[src/hw/ifd_pkg.sv]
// Package with codes and constants of the input function dispatch block
package ifd_pkg;

  // ****************************************
  // Function codes
  // ****************************************
  localparam logic [4:0] IFD_FN_NONE = 5'h00;
  localparam logic [4:0] IFD_FN_SUB1 = 5'h01;
  localparam logic [4:0] IFD_FN_SUB2 = 5'h02;
  localparam logic [4:0] IFD_FN_SUB12 = 5'h03;
  localparam logic [4:0] IFD_FN_FRZ1 = 5'h04;
  localparam logic [4:0] IFD_FN_FRZ2 = 5'h05;
  localparam logic [4:0] IFD_FN_FRZ12 = 5'h06;
  localparam logic [4:0] IFD_FN_REL1 = 5'h07;
  localparam logic [4:0] IFD_FN_REL2 = 5'h08;
  localparam logic [4:0] IFD_FN_REL3 = 5'h09;
  localparam logic [4:0] IFD_FN_REL4 = 5'h0A;
  localparam logic [4:0] IFD_FN_RELALL = 5'h0B;
  localparam logic [4:0] IFD_FN_REMOTE = 5'h0C;
  localparam logic [4:0] IFD_FN_CYCLE = 5'h0D;
  localparam logic [4:0] IFD_FN_MINMAX = 5'h0E;
  localparam logic [4:0] IFD_FN_LOCK = 5'h0F;
  localparam logic [4:0] IFD_FN_THUMB = 5'h10;
  localparam logic [4:0] IFD_FN_SERIAL = 5'h11;
  localparam logic [4:0] IFD_FN_MAX = 5'h11;

  // ****************************************
  // Characteristic field and start-up mode
  // ****************************************
  localparam int IFD_CHR_TYPE_BIT = 2;
  localparam logic [1:0] IFD_CHR_LOW = 2'h0;
  localparam logic [1:0] IFD_CHR_HIGH = 2'h1;
  localparam logic [1:0] IFD_CHR_RISE = 2'h2;
  localparam logic [1:0] IFD_CHR_FALL = 2'h3;
  localparam logic [3:0] IFD_STARTUP_EXT = 4'hA;

  // ****************************************
  // Reset values, synchroniser depth and state encoding
  // ****************************************
  localparam logic [4:0] IFD_FN_RST = 5'h00;
  localparam logic [2:0] IFD_CHR_RST = 3'h0;
  localparam int IFD_SYNC_STAGES = 2;

  typedef enum logic [2:0] {
    IFD_ST_BOOT = 3'b001,
    IFD_ST_HOLD = 3'b010,
    IFD_ST_RUN = 3'b100
  } ifd_state_t;

endpackage

[src/hw/ifd_source.sv]
// Synchroniser and level/edge evaluation for one command source
`timescale 1ns/1ns
module ifd_source
  import ifd_pkg::*;
(
  // Clock and reset
  input wire logic clk,
  input wire logic rst_n,
  // Raw source and its characteristic
  input wire logic raw_in,
  input wire logic [1:0] mode,
  // Evaluated results
  output logic level_active,
  output logic edge_pulse
);

  // ****************************************
  // Two-stage synchroniser and history
  // ****************************************
  logic s1_q, s1_d;
  logic s2_q, s2_d;
  logic s3_q, s3_d;
  // Marks which stages already hold a real pin sample, so reset gives no false edge
  logic [2:0] fill_q, fill_d;

  always_comb begin
    s1_d = raw_in;
    s2_d = s1_q;
    s3_d = s2_q;
    fill_d = {fill_q[1:0], 1'b1};
  end

  always_ff @(posedge clk or negedge rst_n) begin
    if (!rst_n) begin
      s1_q <= 1'b0;
      s2_q <= 1'b0;
      s3_q <= 1'b0;
      fill_q <= 3'h0;
    end else begin
      s1_q <= s1_d;
      s2_q <= s2_d;
      s3_q <= s3_d;
      fill_q <= fill_d;
    end
  end

  // ****************************************
  // Level and edge evaluation
  // ****************************************
  always_comb begin
    level_active = 1'b0;
    edge_pulse = 1'b0;
    case (mode)
      IFD_CHR_LOW: level_active = fill_q[1] && !s2_q;
      IFD_CHR_HIGH: level_active = fill_q[1] && s2_q;
      IFD_CHR_RISE: edge_pulse = fill_q[2] && s2_q && !s3_q;
      IFD_CHR_FALL: edge_pulse = fill_q[2] && !s2_q && s3_q;
      default: level_active = 1'b0;
    endcase
  end

endmodule // ifd_source

[src/hw/ifd_dispatch.sv]
// Function dispatch for front keys and external control inputs
`timescale 1ns/1ns
module ifd_dispatch
  import ifd_pkg::*;
#(
  parameter int FREQ_W = 24
) (
  // Clock and reset
  input wire logic clk,
  input wire logic rst_n,
  // Front keys, high while pressed
  input wire logic [2:0] key_in,
  // Control input pins
  input wire logic [3:0] ctl_in,
  // Key function codes
  input wire logic [4:0] key1_function_code,
  input wire logic [4:0] key2_function_code,
  input wire logic [4:0] key3_function_code,
  // Control input settings
  input wire logic [2:0] ctl_in1_characteristic,
  input wire logic [4:0] ctl_in1_function_code,
  input wire logic [2:0] ctl_in2_characteristic,
  input wire logic [4:0] ctl_in2_function_code,
  input wire logic [2:0] ctl_in3_characteristic,
  input wire logic [4:0] ctl_in3_function_code,
  input wire logic [2:0] ctl_in4_characteristic,
  input wire logic [4:0] ctl_in4_function_code,
  // Encoder values and settings
  input wire logic [FREQ_W-1:0] enc1_freq,
  input wire logic [FREQ_W-1:0] enc2_freq,
  input wire logic [FREQ_W-1:0] enc1_set_value,
  input wire logic [FREQ_W-1:0] enc2_set_value,
  input wire logic [3:0] enc1_startup_delay_mode,
  input wire logic [3:0] enc2_startup_delay_mode,
  input wire logic enc1_standstill,
  input wire logic enc2_standstill,
  // Effective frequencies
  output logic [FREQ_W-1:0] enc1_freq_out,
  output logic [FREQ_W-1:0] enc2_freq_out,
  // Static functions and start-up restart pulses
  output logic enc1_substitute,
  output logic enc2_substitute,
  output logic enc1_freeze,
  output logic enc2_freeze,
  output logic enc1_suppress,
  output logic enc2_suppress,
  output logic startup_restart1,
  output logic startup_restart2,
  output logic keypad_lock,
  // Dynamic pulses
  output logic [3:0] latch_release,
  output logic display_cycle,
  output logic minmax_reset,
  output logic thumbwheel_read,
  output logic serial_start
);

  localparam int NSRC = 7;

  // ****************************************
  // Source evaluation
  // ****************************************
  logic [NSRC-1:0] raw_all;
  logic [NSRC-1:0] lvl;
  logic [NSRC-1:0] edg;
  logic [1:0] chr_mode [NSRC];
  logic [4:0] fn [NSRC];

  // Codes above 17 act as no function
  function automatic logic [4:0] fn_clip(input logic [4:0] code);
    fn_clip = (code > IFD_FN_MAX) ? IFD_FN_NONE : code;
  endfunction

  always_comb begin
    raw_all = {ctl_in, key_in};
    for (int i = 0; i < 3; i++) begin
      chr_mode[i] = IFD_CHR_HIGH;
    end
    chr_mode[3] = ctl_in1_characteristic[1:0];
    chr_mode[4] = ctl_in2_characteristic[1:0];
    chr_mode[5] = ctl_in3_characteristic[1:0];
    chr_mode[6] = {1'b0, ctl_in4_characteristic[0]};
    fn[0] = fn_clip(key1_function_code);
    fn[1] = fn_clip(key2_function_code);
    fn[2] = fn_clip(key3_function_code);
    fn[3] = fn_clip(ctl_in1_function_code);
    fn[4] = fn_clip(ctl_in2_function_code);
    fn[5] = fn_clip(ctl_in3_function_code);
    fn[6] = fn_clip(ctl_in4_function_code);
  end

  // Keys are level-active for static codes other than the lock code, and rising-edge for dynamic ones
  logic [2:0] key_edge;

  for (genvar g = 0; g < NSRC; g++) begin : g_src
    ifd_source u_src (
      .clk(clk),
      .rst_n(rst_n),
      .raw_in(raw_all[g]),
      .mode(chr_mode[g]),
      .level_active(lvl[g]),
      .edge_pulse(edg[g])
    );
  end

  ifd_source u_keyedge [2:0] (
    .clk(clk),
    .rst_n(rst_n),
    .raw_in(key_in),
    .mode(IFD_CHR_RISE),
    .level_active(),
    .edge_pulse(key_edge)
  );

  // ****************************************
  // Static and dynamic decode
  // ****************************************
  logic [NSRC-1:0] act;
  logic [NSRC-1:0] pulse;
  logic [NSRC-1:0] edge_all;
  logic [17:0] st_hit;
  logic [17:0] dy_hit;

  always_comb begin
    st_hit = '0;
    dy_hit = '0;
    // Key sources run level-high, so their own edge outputs stay low
    edge_all = {edg[NSRC-1:3], key_edge | edg[2:0]};
    for (int i = 0; i < NSRC; i++) begin
      act[i] = lvl[i];
      pulse[i] = edge_all[i];
      if (i == 6) begin
        pulse[i] = 1'b0;
      end
      if (act[i] && !(i < 3 && fn[i] == IFD_FN_LOCK)) begin
        st_hit[fn[i]] = 1'b1;
      end
      if (pulse[i]) begin
        dy_hit[fn[i]] = 1'b1;
      end
    end
  end

  // ****************************************
  // Registered outputs
  // ****************************************
  logic [FREQ_W-1:0] hold1_q, hold1_d, hold2_q, hold2_d;
  logic [FREQ_W-1:0] f1_q, f1_d, f2_q, f2_d;
  logic [8:0] stat_q, stat_d;
  logic [7:0] dyn_q, dyn_d;
  ifd_state_t st_q, st_d;
  logic stand1_q, stand1_d, stand2_q, stand2_d;
  logic sub1, sub2, frz1, frz2;

  always_comb begin
    sub1 = st_hit[IFD_FN_SUB1] || st_hit[IFD_FN_SUB12];
    sub2 = st_hit[IFD_FN_SUB2] || st_hit[IFD_FN_SUB12];
    frz1 = st_hit[IFD_FN_FRZ1] || st_hit[IFD_FN_FRZ12];
    frz2 = st_hit[IFD_FN_FRZ2] || st_hit[IFD_FN_FRZ12];
    hold1_d = frz1 ? hold1_q : enc1_freq;
    hold2_d = frz2 ? hold2_q : enc2_freq;
    f1_d = sub1 ? enc1_set_value : (frz1 ? hold1_q : enc1_freq);
    f2_d = sub2 ? enc2_set_value : (frz2 ? hold2_q : enc2_freq);
    stand1_d = enc1_standstill;
    stand2_d = enc2_standstill;
    st_d = st_q;
    case (st_q)
      IFD_ST_BOOT: st_d = IFD_ST_HOLD;
      IFD_ST_HOLD: st_d = IFD_ST_RUN;
      IFD_ST_RUN: st_d = IFD_ST_RUN;
      default: st_d = IFD_ST_BOOT;
    endcase
    stat_d[0] = sub1;
    stat_d[1] = sub2;
    stat_d[2] = frz1;
    stat_d[3] = frz2;
    stat_d[4] = st_hit[IFD_FN_REMOTE] && enc1_startup_delay_mode == IFD_STARTUP_EXT;
    stat_d[5] = st_hit[IFD_FN_REMOTE] && enc2_startup_delay_mode == IFD_STARTUP_EXT;
    stat_d[6] = (st_q == IFD_ST_BOOT) || (enc1_standstill && !stand1_q);
    stat_d[7] = (st_q == IFD_ST_BOOT) || (enc2_standstill && !stand2_q);
    stat_d[8] = st_hit[IFD_FN_LOCK];
    dyn_d[0] = dy_hit[IFD_FN_REL1] || dy_hit[IFD_FN_RELALL];
    dyn_d[1] = dy_hit[IFD_FN_REL2] || dy_hit[IFD_FN_RELALL];
    dyn_d[2] = dy_hit[IFD_FN_REL3] || dy_hit[IFD_FN_RELALL];
    dyn_d[3] = dy_hit[IFD_FN_REL4] || dy_hit[IFD_FN_RELALL];
    dyn_d[4] = dy_hit[IFD_FN_CYCLE];
    dyn_d[5] = dy_hit[IFD_FN_MINMAX];
    dyn_d[6] = dy_hit[IFD_FN_THUMB];
    dyn_d[7] = dy_hit[IFD_FN_SERIAL];
  end

  always_ff @(posedge clk or negedge rst_n) begin
    if (!rst_n) begin
      hold1_q <= '0;
      hold2_q <= '0;
      f1_q <= '0;
      f2_q <= '0;
      stat_q <= '0;
      dyn_q <= '0;
      st_q <= IFD_ST_BOOT;
      stand1_q <= 1'b0;
      stand2_q <= 1'b0;
    end else begin
      hold1_q <= hold1_d;
      hold2_q <= hold2_d;
      f1_q <= f1_d;
      f2_q <= f2_d;
      stat_q <= stat_d;
      dyn_q <= dyn_d;
      st_q <= st_d;
      stand1_q <= stand1_d;
      stand2_q <= stand2_d;
    end
  end

  always_comb begin
    enc1_freq_out = f1_q;
    enc2_freq_out = f2_q;
    enc1_substitute = stat_q[0];
    enc2_substitute = stat_q[1];
    enc1_freeze = stat_q[2];
    enc2_freeze = stat_q[3];
    enc1_suppress = stat_q[4];
    enc2_suppress = stat_q[5];
    startup_restart1 = stat_q[6];
    startup_restart2 = stat_q[7];
    keypad_lock = stat_q[8];
    latch_release = dyn_q[3:0];
    display_cycle = dyn_q[4];
    minmax_reset = dyn_q[5];
    thumbwheel_read = dyn_q[6];
    serial_start = dyn_q[7];
  end

endmodule // ifd_dispatch

[config.mk]
export PLATFORM = sky130hd
export DESIGN_NAME = ifd_dispatch
export DESIGN_NICKNAME = d
export VERILOG_FILES = /design/src/hw/ifd_pkg.sv /design/src/hw/ifd_source.sv /design/src/hw/ifd_dispatch.sv
export SDC_FILE = /design/constraint.sdc
export NUM_CORES = 1
export LEC_CHECK = 0
export CORE_MARGIN = 2
export CORE_UTILIZATION = 35
export CTS_BUF_LIST = sky130_fd_sc_hd__clkbuf_4
export CTS_CLUSTER_DIAMETER = 150
export CTS_CLUSTER_SIZE = 24
export DETAILED_ROUTE_END_ITERATION = 7
export DONT_BUFFER_PORTS = 1
export GPL_TIMING_DRIVEN = 0
export PLACE_DENSITY_LB_ADDON = 0.12
export SETUP_SLACK_MARGIN = 0.05
export SYNTH_ARGS = -nofsm -noshare
export SYNTH_HDL_FRONTEND = slang
export SYNTH_SLANG_ARGS = --single-unit
[constraint.sdc]
create_clock -name clk -period 3.4 [get_ports clk]
set_input_delay 0.68 -clock clk [delete_from_list [all_inputs] [get_ports clk]]
set_output_delay 0.68 -clock clk [all_outputs]
set_load 0.05 [all_outputs]
==> results of run 1 <==
-- cell usage in the layout, fill, tap and decap left out, drive strengths merged, types with 7 or more instances in the layout --
| cell | synthesis | routed |
|---|---|---|
| a21oi | 51 | 51 |
| a31oi | 25 | 25 |
| a41oi | 25 | 25 |
| clkbuf | 44 | 61 |
| dfrtp | 140 | 140 |
| inv | 6 | 11 |
| nand2 | 77 | 77 |
| nand2b | 13 | 13 |
| nand3 | 65 | 65 |
| nand3b | 13 | 13 |
| nor2 | 30 | 30 |
| nor2b | 8 | 8 |
| nor3 | 14 | 14 |
| nor3b | 11 | 11 |
| nor4 | 10 | 10 |
| o21ai | 55 | 55 |
| o31ai | 7 | 7 |
-- layer usage --
layer	vias to the layer above	GRT usage
met5	-	0
met4	2	0.0584
met3	30	0.0796
met2	264	0.366
met1	2901	0.287
li1	2626	-
-- synth_stat cells, drive strengths merged (2+ instances only) --
| cell type | instances | area (um^2) |
|---|---|---|
| a211oi | 4 | 30.0 |
| o32ai | 3 | 26.3 |
| nand2 | 77 | 289 |
| inv | 6 | 22.5 |
| xor2 | 2 | 17.5 |
| or4 | 2 | 15.0 |
| buf | 6 | 32.5 |
| a221oi | 2 | 17.5 |
| or4b | 5 | 50.1 |
| o31ai | 7 | 52.6 |
| nand4bb | 2 | 22.5 |
| a22o | 2 | 17.5 |
| clkbuf | 44 | 165 |
| a32oi | 2 | 17.5 |
| nor2 | 30 | 113 |
| nand2b | 13 | 81.3 |
| xnor2 | 4 | 35.0 |
| nand4b | 4 | 35.0 |
| or2 | 2 | 12.5 |
| nor4bb | 3 | 30.0 |
| nor4 | 10 | 62.6 |
| or3 | 5 | 31.3 |
| o21ai | 55 | 275 |
| nor4b | 6 | 52.6 |
| o22ai | 6 | 37.5 |
| o221ai | 3 | 26.3 |
| and3b | 5 | 43.8 |
| nor3b | 11 | 82.6 |
| dfrtp | 140 | 3500 |
| nor3 | 14 | 70.1 |
| nor2b | 8 | 50.1 |
| o211ai | 6 | 45.0 |
| nand4 | 2 | 12.5 |
| a41oi | 25 | 219 |
| a21oi | 51 | 255 |
| nand3b | 13 | 97.6 |
| or3b | 6 | 52.6 |
| nand3 | 65 | 325 |
| a31oi | 25 | 156 |
-- what timing repair did --
item                                    CTS  global route
resized for setup                         2            12
endpoints found under the setup margin   10            18
hold endpoints to repair                141           141
pin swaps                                 0             0
-- state kept, by name, indices dropped and copies added, names as in the netlist, 3 cells and up --
register and cells:
enc1_freq_out 24, enc2_freq_out 24, hold1_q 24, hold2_q 24
stat_q 9, dyn_q 8, g_src.u_src.s2_q 7, g_src.u_src.s3_q 6
g_src.u_src.s1_q 6, st_q 3
-- path summary, 6_finish.rpt --
kind | from | endpoint | slack (ns)
worst max-delay path | u_keyedge[1].fill_q[1] | enc1_freq_out[16] | 0.33
worst min-delay path | rst_n | dyn_q[4] | -0.18
worst max register to register | u_keyedge[1].fill_q[1] | enc1_freq_out[16] | 0.33
worst min register to register | g_src[0].u_src.fill_q[0] | u_keyedge[1].fill_q[1] | 0.36
max in group asynchronous | rst_n | st_q[0] | 3.26
min in group clk | ctl_in[1] | g_src[4].u_src.s1_q | 0.13
-- layout make-up --
type / count / area (um^2) / area share
antenna: 2 / 5.00 / 0.000686
tap: 234 / 293 / 0.0401
inverter: 6 / 22.5 / 0.00309
sequential: 141 / 3530 / 0.484
clock buffer: 17 / 128 / 0.0175
clock inverter: 15 / 208 / 0.0285
multi-input combinational: 494 / 2900 / 0.398
buffer: 50 / 204 / 0.0280
-- kinds of logic (layout without fill, tap and decap cells) --
group | Yosys count | after routing | share of synthesized area
other | 1 | 3 | 0.000566
XOR/XNOR | 6 | 6 | 0.00793
buffers and inverters | 56 | 88 | 0.0332
flip-flops | 141 | 141 | 0.532
AND/OR/NAND/NOR | 288 | 288 | 0.237
AO/OA/AOI/OAI | 199 | 199 | 0.188
-- where the power goes --
group | internal [mW] | total (mW) | switching, mW
clock network | 0.596 | 1.28 | 0.683
registers | 1.82 | 2.19 | 0.371
logic | 0.123 | 0.323 | 0.200
total | 2.54 | 3.79 | 1.25
-- per-stage QoR --
| stage | hold slack, ns | utilization | std cells |
|---|---|---|---|
| floorplan | 0.331 | - | 691 |
| global placement | 0.333 | 0.371 | 925 |
| detailed placement | 0.337 | 0.371 | 925 |
| CTS | -0.246 | 0.390 | 957 |
| global route | -0.275 | 0.391 | 959 |
| finish | -0.184 | 0.391 | 959 |
==> flow_summary.json, run 1 <==
{
  "clk_latency_ns": 0.55,
  "ys_types": 56,
  "end_kind": "register",
  "place_area_um2": 6920,
  "vias": 5823,
  "fp.dieH_um": 142,
  "arrival_ns": 3.54,
  "status": "finished, violations left",
  "port_buffers": 0,
  "io_pins": 227,
  "grt_max_degree": 142,
  "firstDrtPassIters": 5,
  "ant_nets": 0,
  "fp.dieArea_um2": 20100,
  "dr.first_iter.drc_count": 403,
  "worst_slack_ns": 0.326,
  "antenna_found_initial": 2,
  "critPathKind": "reg -> reg",
  "ys_ff_latch": 141,
  "grt_pass1_wl_mm": 34.5,
  "start_kind": "register",
  "clockBufferDepth": 2,
  "area_delta_synth_final_pct": 10.0,
  "final.setup.tns_ns": 0,
  "maxCapViolations": 0,
  "met1_length_mm": 9.25,
  "cp_slowest_cell": "dfrtp_1",
  "worst-r2r-cell-count": 9,
  "nets": 872,
  "setup_viol": 0,
  "violations": "negative hold slack",
  "postRouteWirelength_mm": 22.2,
  "cts_tree": "done",
  "design_area_um2": 7290,
  "critPathRequiredTime_ns": 3.87,
  "cp.buffers_inverters": 3,
  "core_um2": 18600,
  "initial_core_util": 0.356,
  "pre_cts_ws_ns": -0.202,
  "pwr_density_cell_nw_per_um2": 520,
  "maxSlewHeadroom": 0.427,
  "worst_path_most_repeated_cell": "clkbuf_1",
  "cts_num_sinks": 141,
  "htree_num_levels": 4,
  "synth-async-reset-ratio": 1.00,
  "avgSynthCellArea_um2": 9.59,
  "overflow": 0,
  "max_freq_mhz": 325,
  "cts_setup_buffers": 0,
  "wl_met3_mm": 2.01,
  "skew_ns": 0.0246,
  "top_layer_used": "met5",
  "worstPathCellList": "buf_4, nor4bb_1, nand2_1, o221ai_1, nor4_1, clkbuf_1, clkbuf_1, a21oi_1, a41oi_1",
  "crit_cells": 9,
  "vias_per_cell": 6.07,
  "yosysWarnings": 0,
  "post-route-period-util": 0.904,
  "rsz0062_at_grt": "no",
  "synthFlopType": "dfrtp_1",
  "yosysSeqAreaShare": 0.532,
  "syn_inst": 691,
  "synth-edff-count": 0,
  "die_x_um": 142,
  "netlist_area_um2": 6630,
  "num_rows": 50,
  "root_buffer": "clkbuf_4",
  "grt_pass1_vias": 5944,
  "max-vdd-ir-drop_v": 0.000301,
  "dp_hpwl_mm": 16.6,
  "hold_path_class": "in -> async",
  "fillers": 1937,
  "p_leak_nw": 2.99,
  "path_clk_slew_ns": 0.14,
  "grtUsageTotal": 0.225,
  "drc": 0,
  "crit_path_max_fanout": 10,
  "synth.net_count": 853,
  "power.total_mw": 3.79,
  "numCtsBuffers": 17,
  "layout_min_cycle_time_ns": 3.07,
  "slew_violations": 0,
  "hold_violations": 140,
  "crit_family": "buffers and inverters",
  "place.gp.congestion": 0.944,
  "met2_length_mm": 10.7,
  "holdWs_ns": -0.184,
  "slowest_delay_ns": 0.54,
  "drive_gt1_frac": 0.0788,
  "avgRoutedWirePerCell_um": 23.2,
  "tightest_slew_ns": 0.853
}
No activity file was read; power rests on OpenSTA's default activity.
==> run 2, diff against run 1 <==
==> constraint.sdc (replaced) <==
create_clock -name clk -period 2.98 [get_ports clk]
set_input_delay 0.596 -clock clk [delete_from_list [all_inputs] [get_ports clk]]
set_output_delay 0.596 -clock clk [all_outputs]
set_load 0.005 [all_outputs]
==> run 2 against run 1 <==
- the flow still finishes with violations (negative hold slack)
- die area is the same
- flip-flop and latch count stayed put
- final cell count up 1.0%
==> flow_summary.json, run 2 (same netlist as run 1, synthesis figures left out) <==
{
  "status": "finished, violations left",
  "violations": "negative hold slack",
  "grt_pass1_vias": 5944,
  "initial_core_util": 0.356,
  "end_kind": "register",
  "rsz0062_at_grt": "yes",
  "clk_latency_ns": 0.55,
  "start_kind": "register",
  "ant_nets": 0,
  "p_leak_nw": 3.09,
  "maxSlewHeadroom": 0.563,
  "place_area_um2": 6920,
  "r2r_end": "enc2_freq_out[0]",
  "hold_path_class": "in -> async",
  "cp.buffers_inverters": 4,
  "setup_viol": 0,
  "seq_area_um2": 3530,
  "crit_path_end": "enc2_freq_out[0]",
  "antenna_found_initial": 1,
  "multi_input_area_um2": 2960,
  "pre_cts_ws_ns": -0.538,
  "cts_tree": "done",
  "overflow": 0,
  "crit_cells": 10,
  "met1_usage": 0.287,
  "cts_num_sinks": 141,
  "gr-usage-met3": 0.0796,
  "dp_hpwl_mm": 16.6,
  "slew_violations": 0,
  "vias_per_cell": 6.00,
  "gr-usage-met2": 0.366,
  "path_clk_slew_ns": 0.12,
  "grt_pass1_wl_mm": 34.5,
  "numCtsBuffers": 17,
  "port_buffers": 0,
  "power.share.sequential": 0.541,
  "skew_ns": 0.0250,
  "dr.first_iter.drc_count": 369,
  "crit_family": "simple AND/OR/NAND/NOR gates",
  "startpoint": "u_keyedge[1].fill_q[1]",
  "arrival_ns": 3.24,
  "slowest_delay_ns": 0.47,
  "holdWs_ns": -0.261,
  "critPathKind": "reg -> reg",
  "root_buffer": "clkbuf_4",
  "comb_power_share": 0.096,
  "num_rows": 50,
  "power.switching_mw": 1.10,
  "drc": 0,
  "worst-r2r-cell-count": 10,
  "final_cell_mix": "139 x dfrtp_1, 77 x nand2_1, 65 x nand3_1",
  "rr_startpoint": "u_keyedge[1].fill_q[1]",
  "firstDrtPassIters": 5,
  "layout_min_cycle_time_ns": 2.79,
  "area_delta_synth_final_pct": 12.6,
  "avgRoutedWirePerCell_um": 23.1,
  "tightest_slew_ns": 0.647,
  "grt_max_degree": 142,
  "nets": 882,
  "core_um2": 18600,
  "place.gp.congestion": 0.944,
  "max-vdd-ir-drop_v": 0.000333,
  "fillers": 1925,
  "final_common_cell": "dfrtp_1",
  "vias": 5814,
  "post-route-period-util": 0.936,
  "design_area_um2": 7460,
  "clockBufferDepth": 2,
  "htree_num_levels": 4,
  "clkPwrFrac": 0.363,
  "drive_gt1_frac": 0.112,
  "intPower_mw": 2.92,
  "power_switching_share": 0.274,
  "worst_slack_ns": 0.190,
  "fp.dieH_um": 142,
  "rrSetupSlack_ns": 0.19,
  "pwr_density_cell_nw_per_um2": 538,
  "postRouteWirelength_mm": 22.4,
  "hold_violations": 140,
  "maxCapViolations": 0,
  "io_pins": 227,
  "worstPathCellList": "buf_4, or4b_1, or3_1, o32ai_1, nor4bb_2, clkbuf_2, and2_1, buf_2, clkbuf_4, a31oi_1",
  "critPathRequiredTime_ns": 3.43,
  "cp_slowest_cell": "or4b_1",
  "die_x_um": 142,
  "grtUsageTotal": 0.225,
  "final.setup.tns_ns": 0,
  "fp.dieArea_um2": 20100,
  "grt.busiest_layer": "met2",
  "max_freq_mhz": 358,
  "crit_path_max_fanout": 10
}
run 2: changes by cell type in the layout (fill, tap and decap cells not counted), moves of 2 or more:
cell,delta
clkbuf_4,+2
nor4b_2,+2
clkbuf_2,+14
clkbuf_1,-15
nor4b_1,-2
buf_4,+3
dlygate4sd3_1,+7
run 2: how the worst min path moves through the flow:
stage	cells after the start	slack, ns	start	endpoint
CTS	0	-0.33	rst_n	g_src[4].u_src.s2_q
global route	0	-0.36	rst_n	g_src[4].u_src.s2_q
floorplan	0	0.30	rst_n	dyn_q[0]
finish	0	-0.26	rst_n	dyn_q[4]
detailed placement	0	0.30	rst_n	dyn_q[4]
global placement	0	0.30	rst_n	dyn_q[4]
run 2: power by group through the flow:
stage               Clock, mW  Sequential [mW]  Combinational (mW)
detailed placement          0             2.21               0.366
CTS                      1.50             2.18               0.369
global placement            0             2.21               0.360
global route             1.59             2.19               0.433
floorplan                   0             2.18               0.275
finish                   1.46             2.17               0.385
run 2: routing by layer:
metal,vias up,wire [um]
li1,2645,-
met5,-,0
met2,258,10700
met3,23,1920
met1,2888,9470
met4,0,256
run 2: final cells by class:
cell class | count | area share
Tap cell | 234 | 0.0392
Multi-Input combinational cell | 494 | 0.396
Timing Repair Buffer | 10 | 0.0124
Clock inverter | 15 | 0.0278
Clock buffer | 17 | 0.0171
Sequential cell | 141 | 0.473
Inverter | 6 | 0.00302
Buffer | 50 | 0.0305
Antenna cell | 2 | 0.000670
run 2: worst register-to-register path: cells and delay by family (launching register included):
family | cells | cell delay, ns
and+or+nand+nor | 4 | 1.11
buffers and inverters | 4 | 0.77
DFF | 1 | 0.46
AOI/OAI and AO/OA | 2 | 0.39
run 2: timing repair:
item	CTS	global route
setup buffers	0	3
endpoints found under the setup margin	94	55
resized for setup	13	35
endpoints found under the hold margin	141	148
pin swaps	0	3
cloned	0	0
run 2: stage by stage:
stage	hold WS, ns	util	cells	power (mW)
floorplan	0.300	-	691	2.45
global placement	0.304	0.371	925	2.57
detailed placement	0.304	0.371	925	2.58
CTS	-0.330	0.391	957	4.05
global route	-0.359	0.400	969	4.22
finish	-0.261	0.400	969	4.02
